## src/design/cgs_pkg.sv

```systemverilog
// Shared constants and types for the colour gain steering and output block
`default_nettype none
package cgs_pkg;
   localparam int PIX_W = 12;
   localparam int ADDR_W = 8;
   localparam int DATA_W = 24;
   localparam int FRAME_BITS = 32;
   localparam int CODE_W = 9;
   localparam int VGA_W = 10;
   localparam int CLAMP_W = 8;
   localparam int CORR_W = 14;
   localparam int ACC_W = 20;
   localparam int GAIN_W = 19;
   // Register offsets on the serial port
   localparam logic [7:0] OPR_MODE_ADDR = 8'h00;
   localparam logic [7:0] STEER_MODE_ADDR = 8'h03;
   localparam logic [7:0] AFE_CTL_ADDR = 8'h04;
   localparam logic [7:0] VGA_GAIN_ADDR = 8'h05;
   localparam logic [7:0] CLAMP_LEVEL_ADDR = 8'h06;
   localparam logic [7:0] GAIN01_ADDR = 8'h07;
   localparam logic [7:0] GAIN23_ADDR = 8'h08;
   localparam logic [7:0] DOUT_PHASE_ADDR = 8'h09;
   localparam logic [7:0] CLAMP_RATE_ADDR = 8'h0A;
   // Field positions
   localparam int OPR_CLAMP_OFF_BIT = 2;
   localparam int CTL_TRISTATE_BIT = 3;
   localparam int CTL_TRANSPARENT_BIT = 4;
   localparam int CTL_GRAY_BIT = 5;
   // Reset values
   localparam logic [VGA_W-1:0] VGA_RESET = 10'h000;
   localparam logic [CLAMP_W-1:0] CLAMP_LEVEL_RESET = 8'h00;
   localparam logic [2*CODE_W-1:0] GAIN_PAIR_RESET = 18'h00000;
   localparam logic [1:0] DOUT_PHASE_RESET = 2'h0;
   localparam logic [3:0] CLAMP_RATE_RESET = 4'h0;
   // Timing: horizontal counter reset follows line sync fall by this many clocks
   localparam logic [2:0] HRESET_CYCLES = 3'h7;
   // Gain arithmetic in units of 0.0001 dB
   localparam logic [31:0] VGA_STEP_UNITS = 32'h0000015F;
   localparam logic [31:0] VGA_BASE_UNITS = 32'h0000EA60;
   localparam logic [31:0] PGA_STEP_SCALED = 32'h00058100;
   localparam int PGA_STEP_SHIFT = 10;
   localparam logic [31:0] GAIN_LIMIT_UNITS = 32'h000668A0;
   localparam int CLAMP_FILTER_SHIFT = 4;

   typedef enum logic [1:0] {
      CGS_PROGRESSIVE,
      CGS_INTERLACED,
      CGS_THREE_FIELD
   } cgs_steer_mode_type;

   typedef struct packed {
      logic              wr;
      logic [ADDR_W-1:0] addr;
      logic [DATA_W-1:0] data;
   } cgs_reg_write_type;

   typedef struct packed {
      logic             valid;
      logic [PIX_W-1:0] data;
   } cgs_pixel_type;
endpackage
`default_nettype wire

```

## src/design/cgs_gain_steering.sv

```systemverilog
// Colour gain steering, gain clip, black clamp and pixel output formatting
//
// Overview of operation
// RL1: Three-field mode: field index cycles 0,1,2.
// RL2: Field zero start selects slots 0/1 line.
// RL3: Field one start selects slots 2/3 line.
// RL4: Field two start selects slots 0/1 line.
// RL5: Line sync fall toggles line pattern (three-field).
// RL6: Four nine-bit colour gains in two registers.
// RL7: Variable gain 0.0351 dB per code plus 6.
// RL8: Combined gain clipped at exactly 42 dB.
// RL9: Eight-bit black target compared during clamp window.
// RL10: Filtered clamp correction, per line or slower.
// RL11: Mode bit D2 disables clamp; target becomes offset.
// RL12: Clamp window placed in shielded pixels, ideally 20+.
// RL13: Output latched at programmed phase.
// RL14: Control bit D4 makes output latches transparent.
// RL15: Control bit D3 three-states data outputs.
// RL16: Control bit D5 selects Gray coded output.
// RL17: Steering mode register selects three steering modes.
// RL18: Steering follows counter reset seven clocks after line sync.
// RL19: Within a line slots alternate, even first.
`default_nettype none
module cgs_gain_steering (
   input  wire logic                       core_clk,
   input  wire logic                       arst_n,
   input  wire logic                       sload_n,
   input  wire logic                       sclk,
   input  wire logic                       sdata,
   input  wire logic                       frame_sync,
   input  wire logic                       line_sync,
   input  wire logic                       clamp_window_pulse,
   input  wire logic                       adc_valid,
   input  wire logic [cgs_pkg::PIX_W-1:0]  adc_data,
   output logic                            adc_ready,
   input  wire logic                       dout_ready,
   output logic [cgs_pkg::PIX_W-1:0]       dout,
   output logic                            dout_oe,
   output logic                            dout_valid,
   output logic [1:0]                      field_index,
   output logic [1:0]                      gain_slot,
   output logic [cgs_pkg::CODE_W-1:0]      pixel_colour_gain_amp,
   output logic [cgs_pkg::VGA_W-1:0]       vga_gain,
   output logic [cgs_pkg::GAIN_W-1:0]      total_gain,
   output logic signed [cgs_pkg::CORR_W-1:0] clamp_offset
);
   typedef struct packed {
      logic                        clamp_off;
      logic [1:0]                  steer_mode;
      logic                        tristate;
      logic                        transparent;
      logic                        gray;
      logic [cgs_pkg::VGA_W-1:0]   vga;
      logic [cgs_pkg::CLAMP_W-1:0] clamp_level;
      logic [2*cgs_pkg::CODE_W-1:0] gain01;
      logic [2*cgs_pkg::CODE_W-1:0] gain23;
      logic [1:0]                  dout_phase;
      logic [3:0]                  clamp_rate;
      logic [2:0]                  fs_sync;
      logic [2:0]                  ls_sync;
      logic [1:0]                  cw_sync;
      logic [1:0]                  field_index;
      logic                        pending_upper;
      logic                        active_upper;
      logic                        hrun;
      logic [2:0]                  hcount;
      logic                        slot_odd;
      logic [1:0]                  phase;
      logic [3:0]                  line_count;
      logic                        cw_prev;
      logic signed [cgs_pkg::ACC_W-1:0]  acc;
      logic signed [cgs_pkg::CORR_W-1:0] corr;
      logic [cgs_pkg::PIX_W-1:0]   dout;
      logic                        dout_oe;
      logic                        dout_valid;
      logic [1:0]                  gain_slot;
      logic [cgs_pkg::CODE_W-1:0]  pga_code;
      logic [cgs_pkg::GAIN_W-1:0]  total_gain;
      logic signed [cgs_pkg::CORR_W-1:0] clamp_offset;
   } cgs_state_type;

   cgs_state_type              state_reg;
   cgs_state_type              state_next;
   cgs_pkg::cgs_reg_write_type reg_wr;
   logic                       buf_valid;
   logic [cgs_pkg::PIX_W-1:0]  buf_data;
   logic                       buf_take;
   logic [cgs_pkg::PIX_W-1:0]  coded_pixel;

   function automatic cgs_pkg::cgs_steer_mode_type decode_mode(input logic [1:0] bits);
      cgs_pkg::cgs_steer_mode_type m;
      m = cgs_pkg::CGS_PROGRESSIVE;
      if (bits == 2'h1) begin
         m = cgs_pkg::CGS_INTERLACED;
      end else if (bits == 2'h2) begin
         m = cgs_pkg::CGS_THREE_FIELD;
      end
      return m;
   endfunction

   function automatic logic [cgs_pkg::CODE_W-1:0] pick_code(
      input logic [2*cgs_pkg::CODE_W-1:0] pair,
      input logic                         odd
   );
      return odd ? pair[2*cgs_pkg::CODE_W-1:cgs_pkg::CODE_W] : pair[cgs_pkg::CODE_W-1:0];
   endfunction

   function automatic logic [cgs_pkg::PIX_W-1:0] to_gray(input logic [cgs_pkg::PIX_W-1:0] b);
      return b ^ (b >> 1);
   endfunction

   cgs_serial_port u_port (
      .core_clk (core_clk),
      .arst_n   (arst_n),
      .sload_n  (sload_n),
      .sclk     (sclk),
      .sdata    (sdata),
      .wr       (reg_wr)
   );

   assign coded_pixel = state_reg.gray ? to_gray(adc_data) : adc_data; // RL16

   cgs_pixel_buffer #(
      .WIDTH (cgs_pkg::PIX_W)
   ) u_buf (
      .core_clk  (core_clk),
      .arst_n    (arst_n),
      .in_valid  (adc_valid),
      .in_data   (coded_pixel),
      .in_ready  (adc_ready),
      .out_valid (buf_valid),
      .out_data  (buf_data),
      .out_ready (buf_take)
   );

   // A stalled receiver holds the word in the buffer rather than dropping it
   assign buf_take = dout_ready
                     && (state_reg.transparent || state_reg.phase == state_reg.dout_phase); // RL13 RL14

   always_comb begin
      logic                        fs_fall;
      logic                        ls_fall;
      logic                        hreset;
      logic [1:0]                  next_field;
      logic signed [cgs_pkg::PIX_W:0] err;
      logic [cgs_pkg::CODE_W-1:0]  code;
      logic [31:0]                 pga_units;
      logic [31:0]                 vga_units;
      logic [31:0]                 sum_units;
      logic signed [cgs_pkg::CORR_W:0] corr_sum;
      state_next = state_reg;
      fs_fall = !state_reg.fs_sync[1] && state_reg.fs_sync[2];
      ls_fall = !state_reg.ls_sync[1] && state_reg.ls_sync[2];
      hreset = state_reg.hrun && state_reg.hcount == cgs_pkg::HRESET_CYCLES;
      next_field = state_reg.field_index;
      err = '0;
      code = '0;
      pga_units = '0;
      vga_units = '0;
      sum_units = '0;
      corr_sum = '0;

      // Register writes
      if (reg_wr.wr) begin
         unique case (reg_wr.addr)
            cgs_pkg::OPR_MODE_ADDR:
               state_next.clamp_off = reg_wr.data[cgs_pkg::OPR_CLAMP_OFF_BIT];
            cgs_pkg::STEER_MODE_ADDR: state_next.steer_mode = reg_wr.data[1:0]; // RL17
            cgs_pkg::AFE_CTL_ADDR: begin
               state_next.tristate = reg_wr.data[cgs_pkg::CTL_TRISTATE_BIT];
               state_next.transparent = reg_wr.data[cgs_pkg::CTL_TRANSPARENT_BIT];
               state_next.gray = reg_wr.data[cgs_pkg::CTL_GRAY_BIT];
            end
            cgs_pkg::VGA_GAIN_ADDR: state_next.vga = reg_wr.data[cgs_pkg::VGA_W-1:0];
            cgs_pkg::CLAMP_LEVEL_ADDR:
               state_next.clamp_level = reg_wr.data[cgs_pkg::CLAMP_W-1:0]; // RL9
            cgs_pkg::GAIN01_ADDR: state_next.gain01 = reg_wr.data[17:0]; // RL6
            cgs_pkg::GAIN23_ADDR: state_next.gain23 = reg_wr.data[17:0]; // RL6
            cgs_pkg::DOUT_PHASE_ADDR: state_next.dout_phase = reg_wr.data[1:0];
            cgs_pkg::CLAMP_RATE_ADDR: state_next.clamp_rate = reg_wr.data[3:0];
            default: ;
         endcase
      end

      // Pin synchronisers
      state_next.fs_sync = {state_reg.fs_sync[1:0], frame_sync};
      state_next.ls_sync = {state_reg.ls_sync[1:0], line_sync};
      state_next.cw_sync = {state_reg.cw_sync[0], clamp_window_pulse};

      // Field and line pattern; frame sync wins over a coincident line sync
      if (fs_fall) begin
         unique case (decode_mode(state_reg.steer_mode))
            cgs_pkg::CGS_PROGRESSIVE: next_field = 2'h0;
            cgs_pkg::CGS_INTERLACED: next_field = {1'b0, ~state_reg.field_index[0]};
            cgs_pkg::CGS_THREE_FIELD:
               next_field = (state_reg.field_index >= 2'h2) ? 2'h0
                            : state_reg.field_index + 2'h1; // RL1
         endcase
         state_next.field_index = next_field;
         state_next.pending_upper = (next_field == 2'h1); // RL2 RL3 RL4
      end else if (ls_fall) begin
         if (decode_mode(state_reg.steer_mode) == cgs_pkg::CGS_INTERLACED) begin
            state_next.pending_upper = state_reg.field_index[0];
         end else begin
            state_next.pending_upper = ~state_reg.pending_upper; // RL5
         end
      end

      // Horizontal counter reset delay
      if (ls_fall) begin
         state_next.hrun = 1'b1;
         state_next.hcount = 3'h1;
      end else if (hreset) begin
         state_next.hrun = 1'b0;
      end else if (state_reg.hrun) begin
         state_next.hcount = state_reg.hcount + 3'h1;
      end

      // Slot alternation within the line
      if (hreset) begin
         state_next.active_upper = state_reg.pending_upper; // RL18
         state_next.slot_odd = 1'b0; // RL19
         state_next.phase = 2'h0;
      end else begin
         state_next.slot_odd = ~state_reg.slot_odd; // RL19
         state_next.phase = state_reg.phase + 2'h1;
      end

      // Gain for the slot in use this pixel
      code = state_reg.active_upper ? pick_code(state_reg.gain23, state_reg.slot_odd)
                                    : pick_code(state_reg.gain01, state_reg.slot_odd);
      state_next.gain_slot = {state_reg.active_upper, state_reg.slot_odd};
      state_next.pga_code = code;
      pga_units = (32'(code) * cgs_pkg::PGA_STEP_SCALED) >> cgs_pkg::PGA_STEP_SHIFT;
      vga_units = 32'(state_reg.vga) * cgs_pkg::VGA_STEP_UNITS
                  + cgs_pkg::VGA_BASE_UNITS; // RL7
      sum_units = pga_units + vga_units;
      if (sum_units > cgs_pkg::GAIN_LIMIT_UNITS) begin
         sum_units = cgs_pkg::GAIN_LIMIT_UNITS; // RL8
      end
      state_next.total_gain = sum_units[cgs_pkg::GAIN_W-1:0];

      // Black clamp loop; runs on every (rate+1)th line
      if (hreset) begin
         state_next.line_count = (state_reg.line_count >= state_reg.clamp_rate) ? 4'h0
                                 : state_reg.line_count + 4'h1; // RL10
      end
      state_next.cw_prev = state_reg.cw_sync[1];
      if (state_reg.clamp_off) begin
         state_next.acc = '0;
         state_next.clamp_offset = cgs_pkg::CORR_W'({1'b0, state_reg.clamp_level}); // RL11
      end else begin
         if (state_reg.cw_sync[1] && state_reg.line_count == 4'h0 && adc_valid) begin
            err = signed'({5'h00, state_reg.clamp_level}) - signed'({1'b0, adc_data}); // RL9
            state_next.acc = state_reg.acc + cgs_pkg::ACC_W'(err);
         end
         if (!state_reg.cw_sync[1] && state_reg.cw_prev) begin
            // Filter gain trades settling speed against clamp noise
            corr_sum = (cgs_pkg::CORR_W+1)'(state_reg.corr)
                       + (cgs_pkg::CORR_W+1)'(state_reg.acc >>> cgs_pkg::CLAMP_FILTER_SHIFT);
            if (corr_sum[cgs_pkg::CORR_W] != corr_sum[cgs_pkg::CORR_W-1]) begin
               state_next.corr = corr_sum[cgs_pkg::CORR_W] ? {1'b1, {(cgs_pkg::CORR_W-1){1'b0}}}
                                 : {1'b0, {(cgs_pkg::CORR_W-1){1'b1}}};
            end else begin
               state_next.corr = corr_sum[cgs_pkg::CORR_W-1:0]; // RL10
            end
            state_next.acc = '0;
         end
         state_next.clamp_offset = state_reg.corr; // RL10
      end

      // Output latch
      state_next.dout_valid = 1'b0;
      if (buf_take && buf_valid) begin
         state_next.dout = buf_data; // RL13 RL14
         state_next.dout_valid = 1'b1;
      end
      state_next.dout_oe = ~state_reg.tristate; // RL15
   end

   always_ff @(posedge core_clk or negedge arst_n) begin
      if (!arst_n) begin
         state_reg <= '{vga: cgs_pkg::VGA_RESET,
                        clamp_level: cgs_pkg::CLAMP_LEVEL_RESET,
                        gain01: cgs_pkg::GAIN_PAIR_RESET,
                        gain23: cgs_pkg::GAIN_PAIR_RESET,
                        dout_phase: cgs_pkg::DOUT_PHASE_RESET,
                        clamp_rate: cgs_pkg::CLAMP_RATE_RESET,
                        fs_sync: 3'h7,
                        ls_sync: 3'h7,
                        total_gain: cgs_pkg::VGA_BASE_UNITS[cgs_pkg::GAIN_W-1:0],
                        dout_oe: 1'b1,
                        default: '0};
      end else begin
         state_reg <= state_next;
      end
   end

   assign dout = state_reg.dout;
   assign dout_oe = state_reg.dout_oe;
   assign dout_valid = state_reg.dout_valid;
   assign field_index = state_reg.field_index;
   assign gain_slot = state_reg.gain_slot;
   assign pixel_colour_gain_amp = state_reg.pga_code;
   assign vga_gain = state_reg.vga;
   assign total_gain = state_reg.total_gain;
   assign clamp_offset = state_reg.clamp_offset;
endmodule
`default_nettype wire

```

## src/design/cgs_serial_port.sv

```systemverilog
// Three-wire serial register port: address then data, LSB first
`default_nettype none
module cgs_serial_port (
   input  wire logic                      core_clk,
   input  wire logic                      arst_n,
   input  wire logic                      sload_n,
   input  wire logic                      sclk,
   input  wire logic                      sdata,
   output var  cgs_pkg::cgs_reg_write_type wr
);
   typedef struct packed {
      logic [2:0]  load_sync;
      logic [2:0]  clk_sync;
      logic [1:0]  dat_sync;
      logic [5:0]  count;
      logic [31:0] shift;
      cgs_pkg::cgs_reg_write_type wr;
   } cgs_sp_state_type;

   cgs_sp_state_type state_reg;
   cgs_sp_state_type state_next;

   always_comb begin
      state_next = state_reg;
      state_next.load_sync = {state_reg.load_sync[1:0], sload_n};
      state_next.clk_sync = {state_reg.clk_sync[1:0], sclk};
      state_next.dat_sync = {state_reg.dat_sync[0], sdata};
      state_next.wr.wr = 1'b0;
      if (state_reg.load_sync[2]) begin
         // Idle between frames; count restarts on the next load fall
         state_next.count = 6'h00;
      end else if (state_reg.clk_sync[1] && !state_reg.clk_sync[2]
                   && state_reg.count < 6'(cgs_pkg::FRAME_BITS)) begin
         state_next.shift = {state_reg.dat_sync[1], state_reg.shift[31:1]};
         state_next.count = state_reg.count + 6'h01;
      end
      // Short frames are dropped, extra bits beyond a word are ignored
      if (state_reg.load_sync[1] && !state_reg.load_sync[2]
          && state_reg.count == 6'(cgs_pkg::FRAME_BITS)) begin
         state_next.wr.wr = 1'b1;
         state_next.wr.addr = state_reg.shift[7:0];
         state_next.wr.data = state_reg.shift[31:8];
      end
   end

   always_ff @(posedge core_clk or negedge arst_n) begin
      if (!arst_n) begin
         state_reg <= '{load_sync: 3'h7, clk_sync: 3'h0, default: '0};
      end else begin
         state_reg <= state_next;
      end
   end

   assign wr = state_reg.wr;
endmodule
`default_nettype wire

```

## src/design/cgs_pixel_buffer.sv

```systemverilog
// Two-entry pixel buffer with valid and ready on both sides
`default_nettype none
module cgs_pixel_buffer #(
   parameter int WIDTH = 12
) (
   input  wire logic             core_clk,
   input  wire logic             arst_n,
   input  wire logic             in_valid,
   input  wire logic [WIDTH-1:0] in_data,
   output logic                  in_ready,
   output logic                  out_valid,
   output logic [WIDTH-1:0]      out_data,
   input  wire logic             out_ready
);
   typedef struct packed {
      logic [1:0][WIDTH-1:0] mem;
      logic                  head;
      logic [1:0]            count;
      logic                  ready;
   } cgs_buf_state_type;

   cgs_buf_state_type state_reg;
   cgs_buf_state_type state_next;
   logic              push;
   logic              pop;

   always_comb begin
      push = in_valid && state_reg.ready;
      pop = out_ready && (state_reg.count != 2'h0);
      state_next = state_reg;
      if (push) begin
         state_next.mem[state_reg.head ^ (state_reg.count != 2'h0)] = in_data;
      end
      if (pop) begin
         state_next.head = ~state_reg.head;
      end
      state_next.count = state_reg.count + 2'(push) - 2'(pop);
      // Ready is registered so the upstream sees a clean flop
      state_next.ready = (state_next.count != 2'h2);
   end

   always_ff @(posedge core_clk or negedge arst_n) begin
      if (!arst_n) begin
         state_reg <= '{ready: 1'b1, default: '0};
      end else begin
         state_reg <= state_next;
      end
   end

   assign in_ready = state_reg.ready;
   assign out_valid = (state_reg.count != 2'h0);
   assign out_data = state_reg.mem[state_reg.head];
endmodule
`default_nettype wire

```

## config.mk

```make
export PLATFORM = sky130hd
export DESIGN_NAME = cgs_gain_steering
export DESIGN_NICKNAME = d
export VERILOG_FILES = /design/src/design/cgs_pkg.sv /design/src/design/cgs_gain_steering.sv /design/src/design/cgs_serial_port.sv /design/src/design/cgs_pixel_buffer.sv
export SDC_FILE = /design/constraint.sdc
export NUM_CORES = 1
export LEC_CHECK = 0
export ABC_AREA = 1
export BUFFER_PORTS_ARGS = -buffer_cell sky130_fd_sc_hd__buf_2
export CELL_PAD_IN_SITES_DETAIL_PLACEMENT = 0
export CELL_PAD_IN_SITES_GLOBAL_PLACEMENT = 2
export CORE_ASPECT_RATIO = 0.75
export CORE_MARGIN = 1.5
export CORE_UTILIZATION = 35
export DETAILED_ROUTE_END_ITERATION = 16
export PLACE_DENSITY = 0.8
export SLEW_MARGIN = 30
export SYNTH_ARGS = -nofsm -noshare
export SYNTH_HDL_FRONTEND = slang
export SYNTH_SLANG_ARGS = --single-unit
```

## constraint.sdc

```tcl
create_clock -name core_clk -period 6.25 [get_ports core_clk]
set_input_delay 0.625 -clock core_clk [delete_from_list [all_inputs] [get_ports core_clk]]
set_output_delay 0.625 -clock core_clk [all_outputs]
set_load 0.01 [all_outputs]
```

==> metrics <==
clock buffer count from CTS 31; slew margin rel. 35.1%; area grow syn2layout 18.1%; violated checks setup timing; crit path kind reg -> reg; Vias per Instance 4.62; vias in the first global route 13400; number of synthesized register bits 282; layout cells sized above 1 19.0%; final setup fails 15; top_reg_cell synth dfrtp_1; global-route usage over all layers 17.0%; most used cell along the critical path ha_4; Die Ht 199 µm; GR Overflow Total 0; number of max-cap violations 0; Worst path slowest cell fa_1; initial antenna violation count 1; Async SR Flop Fraction 100%; CP startpoint kind register; worst skew pair latency 590 ps; outcome finished, violations left; met1 wire length 23300 µm; Period minus WS final 6300 ps; CP max stage delay 580 ps; via count 13400; CTS Buffer Depth 3; clk root buf clkbuf_16; top-area cell type share of the netlist area 36.9%; DR pass1 iterations 7; pre-CTS setup slack -471 ps; Worst Tran Pin Value 973 ps; fillers 4938; Post-synth EDFFs 0; Max H-tree Level 1; Routed wire per std cell 15.0 µm; largest net degree at the start of global routing 130; Post-Syn Nets 2352; Total Nets Final 2474; max-slew violations 0; critical path buffer and inverter count 8; Largest register FFs 103; Top Ports 93; Yosys cell types 51; # hold bufs at CTS 0; Cell Area, Synth 0.0179 mm²; DIE AREA 0.0525 mm²; dpl hpwl 32600 µm; Initial Util 35.6%; hold slack 39.9 ps; Final Cycle Share 101%; HP Class in -> async; Max Freq 159 MHz; met2 WL 17900 µm; die extent in x 264 µm; Sink Count 282; routability cong. 0.840; Final WS setup -50.9 ps; Met3 Routed Length 1530 µm; final-report hold violation count 0; top post-synthesis cells by area dfrtp_1, ha_1, nand2_1; Critical Path Sink Type register; reg2reg start state_next[42]; leading area contributor after synthesis dfrtp_1; Top Family by Delay on Critical Path adder cells; first-pass GRT wire length 71900 µm; CTS tree yes; Syn Inst Count 2101; post-route ant nets 0; yosys warns 0; # DRC 0; CP startpoint state_next[42]; uppermost routed layer met4; TNS Setup -477 ps; Finished Core Util 42.0%; core footprint 0.0503 mm²; WP data required 6770 ps; register clock-pin slew on the reported worst setup and hold paths 60 ps; crit path DAT 6820 ps; Port Buffers 92; Seq/Total Area, Yosys 39.6%; critical-path maximum fanout 7; Detailed Route WL 43500 µm; clock skew 12.1 ps; Std-Cell Rows 71; n_diodes 0; Post-Synthesis Mean Instance Area 8.51 µm²; RSZ-0062 raised after global routing true; violation count after the first detailed-route iteration 758
[cell usage in the layout, fill, tap and decap left out, types with 7 or more instances in the layout]
| cell | Yosys | routed |
|---|---|---|
| dfstp_2 | 18 | 18 |
| inv_2 | 6 | 17 |
| dfrtp_1 | 264 | 263 |
| inv_1 | 333 | 322 |
| nand3_1 | 55 | 50 |
| clkbuf_16 | 0 | 31 |
| nand3_2 | 5 | 9 |
| fa_1 | 67 | 64 |
| nor2_1 | 107 | 98 |
| o21ai_0 | 232 | 218 |
| buf_4 | 69 | 97 |
| xor2_1 | 31 | 31 |
| a21oi_1 | 72 | 57 |
| a21oi_2 | 16 | 30 |
| ha_1 | 162 | 124 |
| nand4_1 | 11 | 11 |
| clkinv_2 | 0 | 9 |
| ha_4 | 0 | 37 |
| a21boi_0 | 12 | 12 |
| o21a_1 | 14 | 14 |
| nand2_1 | 485 | 476 |
| nand2_2 | 12 | 19 |
| buf_2 | 2 | 92 |
| o21ai_1 | 2 | 11 |
| nor2_2 | 4 | 10 |
| nor3_1 | 10 | 9 |
| xnor2_1 | 11 | 9 |
| nand3b_1 | 7 | 7 |
[metal layers]
layer | global-route usage [%] | vias to the layer above
met5 | 0 | -
met4 | 3.55 | 0
met3 | 2.14 | 52
met2 | 25.3 | 187
met1 | 26.3 | 6295
li1 | - | 6878
[cell type report]
type / instances / area, µm² / area share, %
Multi-Input combinational cell: 1367 / 9590 / 45.4
Timing Repair Buffer: 198 / 1310 / 6.18
Clock buffer: 41 / 853 / 4.04
Tap cell: 657 / 822 / 3.89
Sequential cell: 282 / 7080 / 33.5
Inverter: 343 / 1290 / 6.10
Clock inverter: 16 / 181 / 0.859
[synthesized netlist by cell type, drive strengths merged, types with 4 or more instances]
master,count
a21oi,88
o21ai,234
buf,73
nor2,114
o21bai,4
clkinv,4
a21boi,12
xnor2,11
o211ai,4
o21a,14
nand2,498
dfrtp,264
fa,67
nor3,12
a21o,5
nand3,61
o22ai,10
ha,162
nand3b,7
dfstp,18
nand4,11
clkbuf,36
xor2,31
inv,339
[repair_timing]
action / 4_1_cts / 5_1_grt
cloned: 1 / 0
hold endpoints to repair: 0 / 0
setup buffers: 25 / 2
endpoints found under the setup margin: 19 / 19
pin swaps: 66 / 30
gates resized for setup: 107 / 23
[final timing paths]
kind,end,slack [ps],cells after the start
max in group asynchronous,state_next[42],4820,2
worst min-delay path,u_buf.state_reg[24],40,1
min in group core_clk,state_next[111],130,1
worst max-delay path,total_gain[12],-50,36
worst max register to register,total_gain[12],-50,36
worst min register to register,u_port.state_next[75],350,0
[logic make-up after synthesis]
family                     synth area share (%)
buffers and inverters                      11.0
DFF                                        39.6
xor gates and xnor gates                   2.06
muxes                                    0.0629
adders and majority gates                  18.8
AOI/OAI and AO/OA                          11.9
and+or+nand+nor                            16.5
[per-stage QoR]
step | std cells | cell area, µm²
after floorplan | 2101 | 17900
after CTS | 2902 | 21000
final | 2904 | 21100
after detailed placement | 2819 | 19200
after global placement | 2819 | 19100
after global routing | 2904 | 21100
Power is not shown: default switching activity piles up to over one toggle a cycle in this logic, so the estimate is an artifact.
